--- config.mk ---
export PLATFORM = sky130hd
export DESIGN_NAME = dhcs_top
export DESIGN_NICKNAME = d
export VERILOG_FILES = /design/src/include/dhcs_pkg.sv /design/src/core/dhcs_top.sv /design/src/core/dhcs_sticky.sv
export SDC_FILE = /design/constraint.sdc
export NUM_CORES = 1
export LEC_CHECK = 0
export BUFFER_PORTS_ARGS = -buffer_cell sky130_fd_sc_hd__buf_2
export CORE_ASPECT_RATIO = 0.6
export CORE_MARGIN = 1
export CORE_UTILIZATION = 29
export DETAILED_ROUTE_END_ITERATION = 10
export GPL_TIMING_DRIVEN = 0
export HOLD_SLACK_MARGIN = 0.02
export SYNTH_ARGS = -nofsm -noshare
export SYNTH_HDL_FRONTEND = slang
export SYNTH_SLANG_ARGS = --single-unit
--- constraint.sdc ---
create_clock -name REF_CLK -period 5.8 [get_ports REF_CLK]
set_input_delay 0.58 -clock REF_CLK [delete_from_list [all_inputs] [get_ports REF_CLK]]
set_output_delay 0.58 -clock REF_CLK [all_outputs]
set_load 0.005 [all_outputs]
--- src/include/dhcs_pkg.sv ---
// Package with offsets, field positions and reset values for the debug halt block.
package dhcs_pkg;
	localparam logic [31:0] HCS_ADDR = 32'hE000EDF0;
	localparam logic [31:0] HCS_NS_ADDR = 32'hE002EDF0;
	localparam logic [31:0] DES_ADDR = 32'hE000ED30;
	localparam logic [31:0] DES_NS_ADDR = 32'hE002ED30;
	localparam logic [15:0] WRITE_KEY = 16'hA05F;
	localparam int KEY_LSB = 16;
	localparam int EXT_BIT = 4;
	localparam int VECTOR_CATCH_EVENT_FLAG_BIT = 3;
	localparam int WATCH_BIT = 2;
	localparam int BREAKPOINT_EVENT_FLAG_BIT = 1;
	localparam int HALTEV_BIT = 0;
	localparam int RESTART_BIT = 26;
	localparam int RESET_BIT = 25;
	localparam int RETIRE_BIT = 24;
	localparam int SDE_BIT = 20;
	localparam int LOCKUP_BIT = 19;
	localparam int SLEEP_BIT = 18;
	localparam int HALT_ST_BIT = 17;
	localparam int REGRDY_BIT = 16;
	localparam int SNAP_BIT = 5;
	localparam int MASK_BIT = 3;
	localparam int STEP_BIT = 2;
	localparam int HALT_BIT = 1;
	localparam int DBGEN_BIT = 0;
	localparam logic RESET_ST_INIT = 1'b1;
	localparam logic [4:0] EVENT_INIT = 5'h00;
endpackage

--- src/core/dhcs_top.sv ---
// Debug halting control and status registers with debug event status.
// Functional notes
// - External debug request sets sticky flag bit 4; cleared on Cold reset.
// - Vector catch sets sticky bit 3; zero without halting debug.
// - Watchpoint event sets sticky bit 2; zero without watchpoint unit.
// - Breakpoint event sets sticky bit 1; cleared on Cold reset.
// - Halt request or single step sets sticky bit 0.
// - Control writes need key 0xA05F in upper half; otherwise ignored.
// - Clearing halt by write or restart sets restart sticky; read clears.
// - Simultaneous halt clear and set: halted again, restart sticky set.
// - Any reset sets reset sticky bit 25; read clears it.
// - Instruction retirement sets retire sticky bit 24; read clears it.
// - Secure debug status follows allowed outside Debug, frozen inside.
// - Lockup bit reads one only to debugger; clears on Debug entry.
// - Sleeping shown at bit 18; debugger halts or waits to gain control.
// - Halted status bit 17 is one in Debug state.
// - Register ready low after selector write until transfer completes.
// - Snap stall effective only with debug enable and halt in write.
// - Mask bit masks service call, tick, external irqs; never NMI.
// - Unprivileged access faults; only word accesses supported.
// - Non-secure alias readable only by secure software, otherwise RAZ/WI.
// - Event status is write-one-to-clear.
// - Halt bit halts core; set by pending debug events; Warm reset clears.
// - Debug enable writable only by debugger; zero disables other controls.
`timescale 1ns/1ps
module dhcs_top #(
	parameter logic HALT_DEBUG_IMPL = 1'b1,
	parameter logic WATCH_IMPL = 1'b1,
	parameter logic SECURITY_IMPL = 1'b1
) (
	input wire logic REF_CLK, // Processor clock.
	input wire logic RST, // Cold reset, asynchronous, active high.
	input wire logic WARM_RST, // Warm reset request, synchronous pulse.
	input wire logic REQ_VALID, // Register access strobe, one cycle.
	input wire logic REQ_WRITE, // One for write, zero for read.
	input wire logic [31:0] REQ_ADDR, // Byte address.
	input wire logic [31:0] REQ_WDATA, // Write data.
	input wire logic [2:0] REQ_SIZE, // Access size, 2 means word.
	input wire logic REQ_PRIV, // Privileged access.
	input wire logic REQ_DEBUGGER, // Access comes from the debugger.
	input wire logic REQ_SECURE, // Access made by Secure software.
	output logic RESP_VALID, // Answer strobe, two cycles after request.
	output logic [31:0] RESP_RDATA, // Read data.
	output logic RESP_FAULT, // Access faulted.
	input wire logic EXT_DBG_REQ, // External debug request event.
	input wire logic EXT_RESTART_REQ, // External restart request.
	input wire logic VECTOR_CATCH_EVENT_FLAG_EV, // Vector catch event.
	input wire logic WATCH_EV, // Watchpoint event.
	input wire logic BREAKPOINT_EVENT_FLAG_EV, // Breakpoint event.
	input wire logic STEP_EV, // Single step complete event.
	input wire logic RETIRE_EV, // One or more instructions retired.
	input wire logic IN_SECURE, // Core is in Secure state.
	input wire logic SEC_HALT_ALLOWED, // Secure halting debug allowed.
	input wire logic LOCKED_UP, // Core is locked up.
	input wire logic SLEEPING, // Core is sleeping.
	input wire logic SEL_WRITE, // Core register selector written.
	input wire logic XFER_DONE, // Core register transfer complete.
	output logic HALT_REQ, // Request core to stay in Debug state.
	output logic SNAP_STALL, // Imprecise entry allowed.
	output logic MASK_IRQ, // Mask maskable non-NMI interrupts.
	output logic MASK_SECURE_IRQ, // Mask also applies to Secure irqs.
	output logic STEP_EN, // Single step enabled.
	output logic HALTED // Core is in Debug state.
);
	logic [31:0] addr_q;
	logic [31:0] wdata_q;
	logic valid_q, write_q, priv_q, dbg_q, sec_q, word_q;
	logic halted_q, sde_q, lockup_q, regrdy_q;
	logic dbgen_q, halt_q, step_q, mask_q, snap_q;
	logic [4:0] ev_q;
	logic restart_q, reset_q, retire_q;
	logic hit_hcs, hit_des, alias_ok, acc_ok, hcs_wr, des_wr, hcs_rd;
	logic key_ok, wr_clr_halt, restart_ev, halt_set_ev, enter_ev;
	logic [4:0] ev_set, ev_clr;

	// Requests are registered so every answer comes from a flip-flop.
	always_ff @(posedge REF_CLK or posedge RST) begin
		if (RST) begin
			valid_q <= 1'b0;
			write_q <= 1'b0;
			addr_q <= 32'h00000000;
			wdata_q <= 32'h00000000;
			priv_q <= 1'b0;
			dbg_q <= 1'b0;
			sec_q <= 1'b0;
			word_q <= 1'b0;
		end else begin
			valid_q <= REQ_VALID;
			write_q <= REQ_WRITE;
			addr_q <= REQ_ADDR;
			wdata_q <= REQ_WDATA;
			priv_q <= REQ_PRIV | REQ_DEBUGGER;
			dbg_q <= REQ_DEBUGGER;
			sec_q <= REQ_SECURE;
			word_q <= (REQ_SIZE == 3'h2);
		end
	end

	// Alias is usable only by Secure software; others see RAZ/WI.
	always_comb begin
		alias_ok = sec_q & ~dbg_q & SECURITY_IMPL;
		hit_hcs = (addr_q == dhcs_pkg::HCS_ADDR) |
			((addr_q == dhcs_pkg::HCS_NS_ADDR) & alias_ok);
		hit_des = (addr_q == dhcs_pkg::DES_ADDR) |
			((addr_q == dhcs_pkg::DES_NS_ADDR) & alias_ok);
		// Narrow accesses are undefined; they are simply dropped here.
		acc_ok = valid_q & priv_q & word_q;
		hcs_wr = acc_ok & write_q & hit_hcs;
		hcs_rd = acc_ok & ~write_q & hit_hcs;
		des_wr = acc_ok & write_q & hit_des;
		key_ok = wdata_q[31:dhcs_pkg::KEY_LSB] == dhcs_pkg::WRITE_KEY;
		wr_clr_halt = hcs_wr & key_ok & halt_q &
			~wdata_q[dhcs_pkg::HALT_BIT];
		restart_ev = wr_clr_halt | EXT_RESTART_REQ;
		halt_set_ev = EXT_DBG_REQ | VECTOR_CATCH_EVENT_FLAG_EV | BREAKPOINT_EVENT_FLAG_EV | STEP_EV |
			(WATCH_EV & WATCH_IMPL);
		// A Warm reset wins over a debug event arriving in the same cycle.
		enter_ev = dbgen_q & (halt_q | halt_set_ev) & ~halted_q &
			~WARM_RST;
	end

	always_ff @(posedge REF_CLK or posedge RST) begin
		if (RST) begin
			RESP_VALID <= 1'b0;
			RESP_FAULT <= 1'b0;
		end else begin
			RESP_VALID <= valid_q;
			RESP_FAULT <= valid_q & ~priv_q;
		end
	end

	always_ff @(posedge REF_CLK or posedge RST) begin
		if (RST) begin
			RESP_RDATA <= 32'h00000000;
		end else if (acc_ok & ~write_q & hit_hcs) begin
			RESP_RDATA <= 32'h00000000;
			RESP_RDATA[dhcs_pkg::RESTART_BIT] <= restart_q;
			RESP_RDATA[dhcs_pkg::RESET_BIT] <= reset_q;
			RESP_RDATA[dhcs_pkg::RETIRE_BIT] <= retire_q;
			RESP_RDATA[dhcs_pkg::SDE_BIT] <= sde_q;
			RESP_RDATA[dhcs_pkg::LOCKUP_BIT] <= lockup_q & dbg_q;
			RESP_RDATA[dhcs_pkg::SLEEP_BIT] <= SLEEPING;
			RESP_RDATA[dhcs_pkg::HALT_ST_BIT] <= halted_q;
			RESP_RDATA[dhcs_pkg::REGRDY_BIT] <= regrdy_q;
			RESP_RDATA[dhcs_pkg::SNAP_BIT] <= snap_q;
			RESP_RDATA[dhcs_pkg::MASK_BIT] <= mask_q;
			RESP_RDATA[dhcs_pkg::STEP_BIT] <= step_q;
			RESP_RDATA[dhcs_pkg::HALT_BIT] <= halt_q;
			RESP_RDATA[dhcs_pkg::DBGEN_BIT] <= dbgen_q;
		end else if (acc_ok & ~write_q & hit_des) begin
			RESP_RDATA <= {27'h0, ev_q};
		end else begin
			RESP_RDATA <= 32'h00000000;
		end
	end

	// Debug event flags, write-one-to-clear, set beats clear.
	always_comb begin
		ev_set[dhcs_pkg::EXT_BIT] = EXT_DBG_REQ;
		ev_set[dhcs_pkg::VECTOR_CATCH_EVENT_FLAG_BIT] = VECTOR_CATCH_EVENT_FLAG_EV & HALT_DEBUG_IMPL;
		ev_set[dhcs_pkg::WATCH_BIT] = WATCH_EV & WATCH_IMPL;
		ev_set[dhcs_pkg::BREAKPOINT_EVENT_FLAG_BIT] = BREAKPOINT_EVENT_FLAG_EV;
		ev_set[dhcs_pkg::HALTEV_BIT] = STEP_EV |
			(halt_q & dbgen_q & ~halted_q);
		ev_clr = des_wr ? wdata_q[4:0] : 5'h00;
	end

	for (genvar i = 0; i < 5; i++) begin : g_ev
		dhcs_sticky #(
			.INIT(dhcs_pkg::EVENT_INIT[i])
		) u_ev (
			.clk(REF_CLK),
			.rst(RST),
			.set(ev_set[i]),
			.clr(ev_clr[i]),
			.flag_q(ev_q[i])
		);
	end

	// Read-to-clear status; the event wins over a read in the same cycle.
	always_ff @(posedge REF_CLK or posedge RST) begin
		if (RST) begin
			restart_q <= 1'b0;
			reset_q <= dhcs_pkg::RESET_ST_INIT;
			retire_q <= 1'b0;
		end else begin
			if (restart_ev) begin
				restart_q <= 1'b1;
			end else if (hcs_rd) begin
				restart_q <= 1'b0;
			end
			if (WARM_RST) begin
				reset_q <= 1'b1;
			end else if (hcs_rd) begin
				reset_q <= 1'b0;
			end
			if (RETIRE_EV) begin
				retire_q <= 1'b1;
			end else if (hcs_rd) begin
				retire_q <= 1'b0;
			end
		end
	end

	// Control fields.
	always_ff @(posedge REF_CLK or posedge RST) begin
		if (RST) begin
			dbgen_q <= 1'b0;
			halt_q <= 1'b0;
			step_q <= 1'b0;
			mask_q <= 1'b0;
			snap_q <= 1'b0;
		end else begin
			if (hcs_wr & key_ok) begin
				if (dbg_q) begin
					dbgen_q <= wdata_q[dhcs_pkg::DBGEN_BIT];
				end
				step_q <= wdata_q[dhcs_pkg::STEP_BIT];
				mask_q <= wdata_q[dhcs_pkg::MASK_BIT];
				if (sde_q | ~SECURITY_IMPL) begin
					snap_q <= wdata_q[dhcs_pkg::SNAP_BIT] &
						wdata_q[dhcs_pkg::DBGEN_BIT] &
						wdata_q[dhcs_pkg::HALT_BIT];
				end
			end
			// A debug event beats a restart, and a restart beats a write; Warm reset beats all.
			if (WARM_RST) begin
				halt_q <= 1'b0;
			end else if (halt_set_ev & dbgen_q) begin
				halt_q <= 1'b1;
			end else if (EXT_RESTART_REQ) begin
				halt_q <= 1'b0;
			end else if (hcs_wr & key_ok) begin
				halt_q <= wdata_q[dhcs_pkg::HALT_BIT];
			end
		end
	end

	// Core state tracking.
	always_ff @(posedge REF_CLK or posedge RST) begin
		if (RST) begin
			halted_q <= 1'b0;
			sde_q <= 1'b0;
			lockup_q <= 1'b0;
			regrdy_q <= 1'b1;
		end else begin
			if (enter_ev) begin
				halted_q <= 1'b1;
				sde_q <= SECURITY_IMPL &
					(IN_SECURE | SEC_HALT_ALLOWED);
			// Warm reset drops the halt control, so the core leaves Debug.
			end else if (halted_q & (WARM_RST | ((restart_ev | ~dbgen_q) &
				~(halt_set_ev & dbgen_q)))) begin
				halted_q <= 1'b0;
			end else if (!halted_q) begin
				sde_q <= SECURITY_IMPL & SEC_HALT_ALLOWED;
			end
			if (enter_ev | halted_q) begin
				lockup_q <= 1'b0;
			end else begin
				lockup_q <= LOCKED_UP;
			end
			if (SEL_WRITE) begin
				regrdy_q <= 1'b0;
			end else if (XFER_DONE) begin
				regrdy_q <= 1'b1;
			end
		end
	end

	// Controls act only while debug is enabled.
	always_ff @(posedge REF_CLK or posedge RST) begin
		if (RST) begin
			HALT_REQ <= 1'b0;
			SNAP_STALL <= 1'b0;
			MASK_IRQ <= 1'b0;
			MASK_SECURE_IRQ <= 1'b0;
			STEP_EN <= 1'b0;
			HALTED <= 1'b0;
		end else begin
			HALT_REQ <= dbgen_q & halt_q;
			SNAP_STALL <= dbgen_q & snap_q;
			MASK_IRQ <= dbgen_q & mask_q;
			MASK_SECURE_IRQ <= dbgen_q & mask_q &
				(sde_q | ~SECURITY_IMPL);
			STEP_EN <= dbgen_q & step_q;
			HALTED <= halted_q;
		end
	end
endmodule

--- src/core/dhcs_sticky.sv ---
// Sticky flag: a set wins over a clear in the same cycle.
`timescale 1ns/1ps
module dhcs_sticky #(
	parameter logic INIT = 1'b0
) (
	input wire logic clk, // Clock.
	input wire logic rst, // Asynchronous reset, active high.
	input wire logic set, // Event that sets the flag.
	input wire logic clr, // Clear request.
	output logic flag_q // Flag value.
);
	always_ff @(posedge clk or posedge rst) begin
		if (rst) begin
			flag_q <= INIT;
		end else if (set) begin
			flag_q <= 1'b1;
		end else if (clr) begin
			flag_q <= 1'b0;
		end
	end
endmodule

==> reports/results.ini, run 1 <==
[clock_tree]
cts_resized=0
cts_root_buffer=clkbuf_16
cts_buffers=9
path_clk_slew_ps=60
cts.sinks=99
cts_setup_buffers=0
cts_tree=done
holdBufCountCts=0
clock_path_buffers=2
cts-htree-levels=3
insertion_delay_ps=340

[place]
dp_hpwl_um=5210
port_buffers=99
place.gp.congestion=0.773
place_ws_ps=3110

[timing]
drv_slew=0
finalHoldViolCount=0
whs_ps=259
fmax_mhz=371
tightestPinTransition_ps=1050
finalSetupViolCount=0
rsz0062_at_grt=no
period_needed_ps=2690
post-route-period-util_pct=46.5
layout_setup_ws_ps=3110
tns_ps=0
clock_skew_ps=4.96
maxSlewHeadroom_pct=29.5

[synthesis]
ys.warnings.count=0
synth_top_area_cell=dfrtp_1
syn_area_per_cell_um2=15.0
syn_inst=219
ys_types=42
yosys-top-cells-count=dfrtp_1, buf_4, nand2_1
netlist.area_leader.share_pct=73.8
ys_seq_elements=99
ys.flop_type=dfrtp_1
synth_area_um2=3290
synth_edf_count=0
ys_seq_area_share_pct=75.4
netlist_top_cells_area=dfrtp_1, buf_4, and2_1
synth_most_common_cell=dfrtp_1
synthArstFlopShare_pct=100

[global_routing]
grt.overflow.total=0
grt_start_max_net_pins=65
grt_first_pass_wirelength_um=10900
antenna_found_initial=1
grtUsageTotal_pct=12.6
grt_pass1_vias=2089

[floorplan]
core-area_um2=10800
die_h_um=84.5
ioPinCount=128
die-area_um2=11800
rows=29
fp.dieW_um=140
initial_core_util_pct=30.4

[worst_setup_path]
r2r-start=addr_q[19]$_DFF_PP0_
criticalPathCategory=reg2reg
arrival_ps=2920
reg2reg_setup_slack_ps=3110
r2r_end=g_ev[0].u_ev.flag_q$_DFFE_PP0P_
start_kind=flip-flop
reg2reg_depth=5
cp_slowest_cell=nor4_1
critPathTopFamily=simple AND/OR/NAND/NOR gates
cp_data_required_time_ps=6020
endpoint_kind=flip-flop
crit_fanout=5
crit_chain=or4_1, or2_1, nor4_1, nand2_1, a221o_1
path_buf_inv=0
critical-path-max-stage-delay_ps=900

[route]
routed_wl_um=6820
vias_per_cell=4.29
antenna_left=0
drc=0
drtIter0Drc=81
vias=2105
first_pass_iters=5
wl_per_cell_um=13.9

[final_layout]
drive_above_1_share_pct=40.9
antenna_cells=0
multiInputGateArea_um2=708
syn_to_final_growth_pct=32.4
nets=435
nFillCells=1043
regArea_um2=2480

[power]
vdd_ir_drop_max_uv=125
power.leakage_uw=0.00216
p_per_area_nw_per_um2=315

[flow_run]
maxCapViolations=0

[hold_path]
holdCritPathClass=in2async

[status]
status=finished clean

[flip-flops by register name, indices dropped and copies added, names as in the netlist, 5 cells and up]
signal and flops:
addr_q 32, RESP_RDATA 14, wdata_q 22, g_ev.u_ev.flag_q 5
[layer usage]
layer	GRT usage (%)	up-vias	share of wire (%)
li1	-	979	-
met1	17.0	1025	48
met2	17.8	94	41
met3	6.22	7	9.7
met4	3.94	0	1.3
met5	0	-	0
[placed cells by master, fill, tap and decap left out, types with 3 or more instances in the layout]
master / instances
mux2_2: 4
nand2b_1: 3
and3_1: 3
buf_4: 18
conb_1: 18
and2_1: 9
nand2_1: 10
inv_1: 5
nor3b_1: 3
dfrtp_1: 97
or4_1: 6
nor2_1: 6
clkbuf_16: 9
nor4_1: 8
buf_2: 100
a21o_1: 4
a22o_1: 4
[cell families after synthesis]
kind of cell           synth area share, %
AO/OA/AOI/OAI                         5.25
other                                0.114
buffers and inverters                 5.06
AND/OR/NAND/NOR                       12.9
flip-flops                            75.4
multiplexers                          1.37
[through the flow]
stage	total power, µW	instances	area [µm²]	util [%]
CTS	1400	491	4360	40.3
global placement	793	474	4020	37.2
global route	1440	491	4360	40.3
detailed placement	798	475	4050	37.5
floorplan	760	236	3350	-
finish	1370	491	4360	40.3
[report_power, final]
group / internal, µW / switching, µW
combinational: 32.6 / 29.7
clock: 345 / 242
sequential: 714 / 7.47
total: 1090 / 279
[layout make-up]
class,count,share of cell area [%]
Clock buffer,10,5.48
Buffer,20,3.30
Tap cell,139,3.99
Multi-Input combinational cell,111,16.3
Inverter,6,0.574
Timing Repair Buffer,100,12.0
Sequential cell,99,56.9
Clock inverter,6,1.49
[worst max-delay path by stage]
stage	from	to	cells after the start
floorplan	RST	HALTED$_DFF_PP0_	1
global placement	RST	addr_q[9]$_DFF_PP0_	2
detailed placement	addr_q[19]$_DFF_PP0_	g_ev[0].u_ev.flag_q$_DFFE_PP0P_	5
CTS	addr_q[19]$_DFF_PP0_	g_ev[0].u_ev.flag_q$_DFFE_PP0P_	5
global route	addr_q[16]$_DFF_PP0_	g_ev[0].u_ev.flag_q$_DFFE_PP0P_	5
finish	addr_q[19]$_DFF_PP0_	g_ev[0].u_ev.flag_q$_DFFE_PP0P_	5
Note: power is estimated with default switching activity, not from simulation.
==> inputs of run 2 (changes only) <==
clock period = 2.4 ns   (was 5.8 ns; I/O delays follow)
==> reports/results.ini, run 2 (synthesized netlist as in run 1, its figures left out) <==
[route]
wl_met1_um=3640
routed.top_layer=met4
routed_wl_um=7740
met2_length_um=3400
drc=0
wl_met3_um=592
first_pass_iters=4
antenna_left=0
vias=2317
vias_per_cell=4.16
wl_per_cell_um=13.9
drtIter0Drc=55

[final_layout]
reg_top3=addr_q: 32 flops, wdata_q: 22 flops, RESP_RDATA: 14 flops
layout_common_cells=buf_2, dfrtp_1, dlygate4sd3_1
nFillCells=978
final_common_cell=buf_2
antenna_cells=0
syn_to_final_growth_pct=55.1
drive_above_1_share_pct=38.0
largest_reg_flops=32
regMostFlops=addr_q
multiInputGateArea_um2=769
final_cell_area_um2=5100
regArea_um2=2480
nets=501
layout.cells.non_filler=557

[timing]
period_needed_ps=2320
finalHoldViolCount=0
clock_skew_ps=6.44
maxSlewHeadroom_pct=42.3
drv_slew=0
tightestPinTransition_ps=864
fmax_mhz=430
whs_ps=47.0
post-route-period-util_pct=96.8
finalSetupViolCount=0

[power]
vdd_ir_drop_max_uv=319
clockPowerShare_pct=44.1
p_int_uw=2790
power_uw=3530
power.leakage_uw=0.00250
power.share.sequential_pct=49.3
swShare_pct=21.0
combPwrFrac_pct=6.6
p_per_area_nw_per_um2=693
power.switching_uw=743

[global_routing]
grt_first_pass_wirelength_um=12800
grt_start_max_net_pins=41
grt_pass1_vias=2525
grt.overflow.total=0
antenna_found_initial=0
grtUsageTotal_pct=14.7

[place]
placed_area_um2=4080
place.gp.congestion=0.754
dp_hpwl_um=5250
port_buffers=99
dp.cells=476

[floorplan]
initial_core_util_pct=30.4
die_h_um=84.5
die-area_um2=11800
fp.dieW_um=140
rows=29
ioPinCount=128
core-area_um2=10800

[worst_setup_path]
cp_data_required_time_ps=2690
criticalPathCategory=reg2reg
reg2reg_setup_slack_ps=80
reg2reg_depth=6
crit_fanout=3
arrival_ps=2610
r2r_end=halt_q$_DFFE_PP0P_
r2r-start=addr_q[22]$_DFF_PP0_
endpoint_kind=flip-flop
start_kind=flip-flop

[hold_path]
holdCritPathClass=in2reg
whs_endpoint=word_q$_DFF_PP0_
min-delay-start=REQ_SIZE[0]
worstHoldPathCells=2

[clock_tree]
insertion_delay_ps=340
path_clk_slew_ps=70
cts.sinks=99
cts-htree-levels=3
cts_root_buffer=clkbuf_16
cts_buffers=9
cts_tree=done
clock_path_buffers=2

[status]
status=finished clean

[flow_run]
maxCapViolations=0

## run 2: cell count changes in the layout (fill, tap and decap cells not counted), moves of 2 or more
cell	previous run	this run
buf_4	18	24
clkinv_4	2	0
dlygate4sd3_1	0	59
inv_6	0	3
nor4_1	8	6
nor4_4	0	2
or4_1	6	4
or4_4	0	2
## run 2: per-stage QoR
stage | setup WS (ps) | utilization, % | setup TNS [ps]
after floorplan | 73.9 | - | 0
after global placement | -305 | 37.2 | -2700
after detailed placement | -334 | 37.7 | -2810
after CTS | 14.9 | 46.9 | 0
after global routing | -0.720 | 47.2 | -0.720
final | 76.8 | 47.2 | 0
## run 2: power groups by stage
stage                     registers (µW)  clock network, µW  logic [µW]
after floorplan                     1770                  0        67.9
after global placement              1770                  0         144
after detailed placement            1780                  0         157
after CTS                           1740               1610         233
after global routing                1750               1690         259
final                               1740               1560         232
## run 2: layout make-up
cell class                 instances  area share (%)
sequential                        99            48.6
clock inverter                     7            1.94
clock buffer                       9            4.41
multi-input combinational        111            15.1
timing repair buffer             166            23.1
buffer                            20            2.94
tap                              139            3.41
inverter                           6           0.515
## run 2: worst max-delay path: stages, from the launching register on
cell and delay [ps]:
dfrtp_1 360, or4_4 550, or2_4 290, a2111o_1 330, buf_4 180, o41ai_2 370, a31o_1 190
## run 2: per-layer routing
metal | global-route usage [%] | vias to the layer above
li1 | - | 1113
met4 | 4.85 | 0
met3 | 5.48 | 11
met2 | 22.3 | 91
met1 | 19.5 | 1102
met5 | 0 | -
## run 2: worst max path at each step
stage,depth (start not counted),from,endpoint
final,6,addr_q[22]$_DFF_PP0_,halt_q$_DFFE_PP0P_
after global routing,7,addr_q[0]$_DFF_PP0_,halt_q$_DFFE_PP0P_
after CTS,7,addr_q[22]$_DFF_PP0_,RESP_RDATA[3]$_DFF_PP0_
after detailed placement,5,addr_q[19]$_DFF_PP0_,g_ev[0].u_ev.flag_q$_DFFE_PP0P_
after global placement,5,addr_q[19]$_DFF_PP0_,g_ev[0].u_ev.flag_q$_DFFE_PP0P_
after floorplan,5,addr_q[19]$_DFF_PP0_,halt_q$_DFFE_PP0P_
## run 2: what timing repair did
| action | 4_1_cts | 5_1_grt |
|---|---|---|
| endpoints found under the setup margin | 21 | 12 |
| gates resized for setup | 11 | 3 |
| pin swaps | 4 | 4 |
| buffers inserted | 3 | 2 |
| hold endpoints to repair | 59 | 0 |
| hold buffers | 59 | 0 |
| cloned | 1 | 0 |
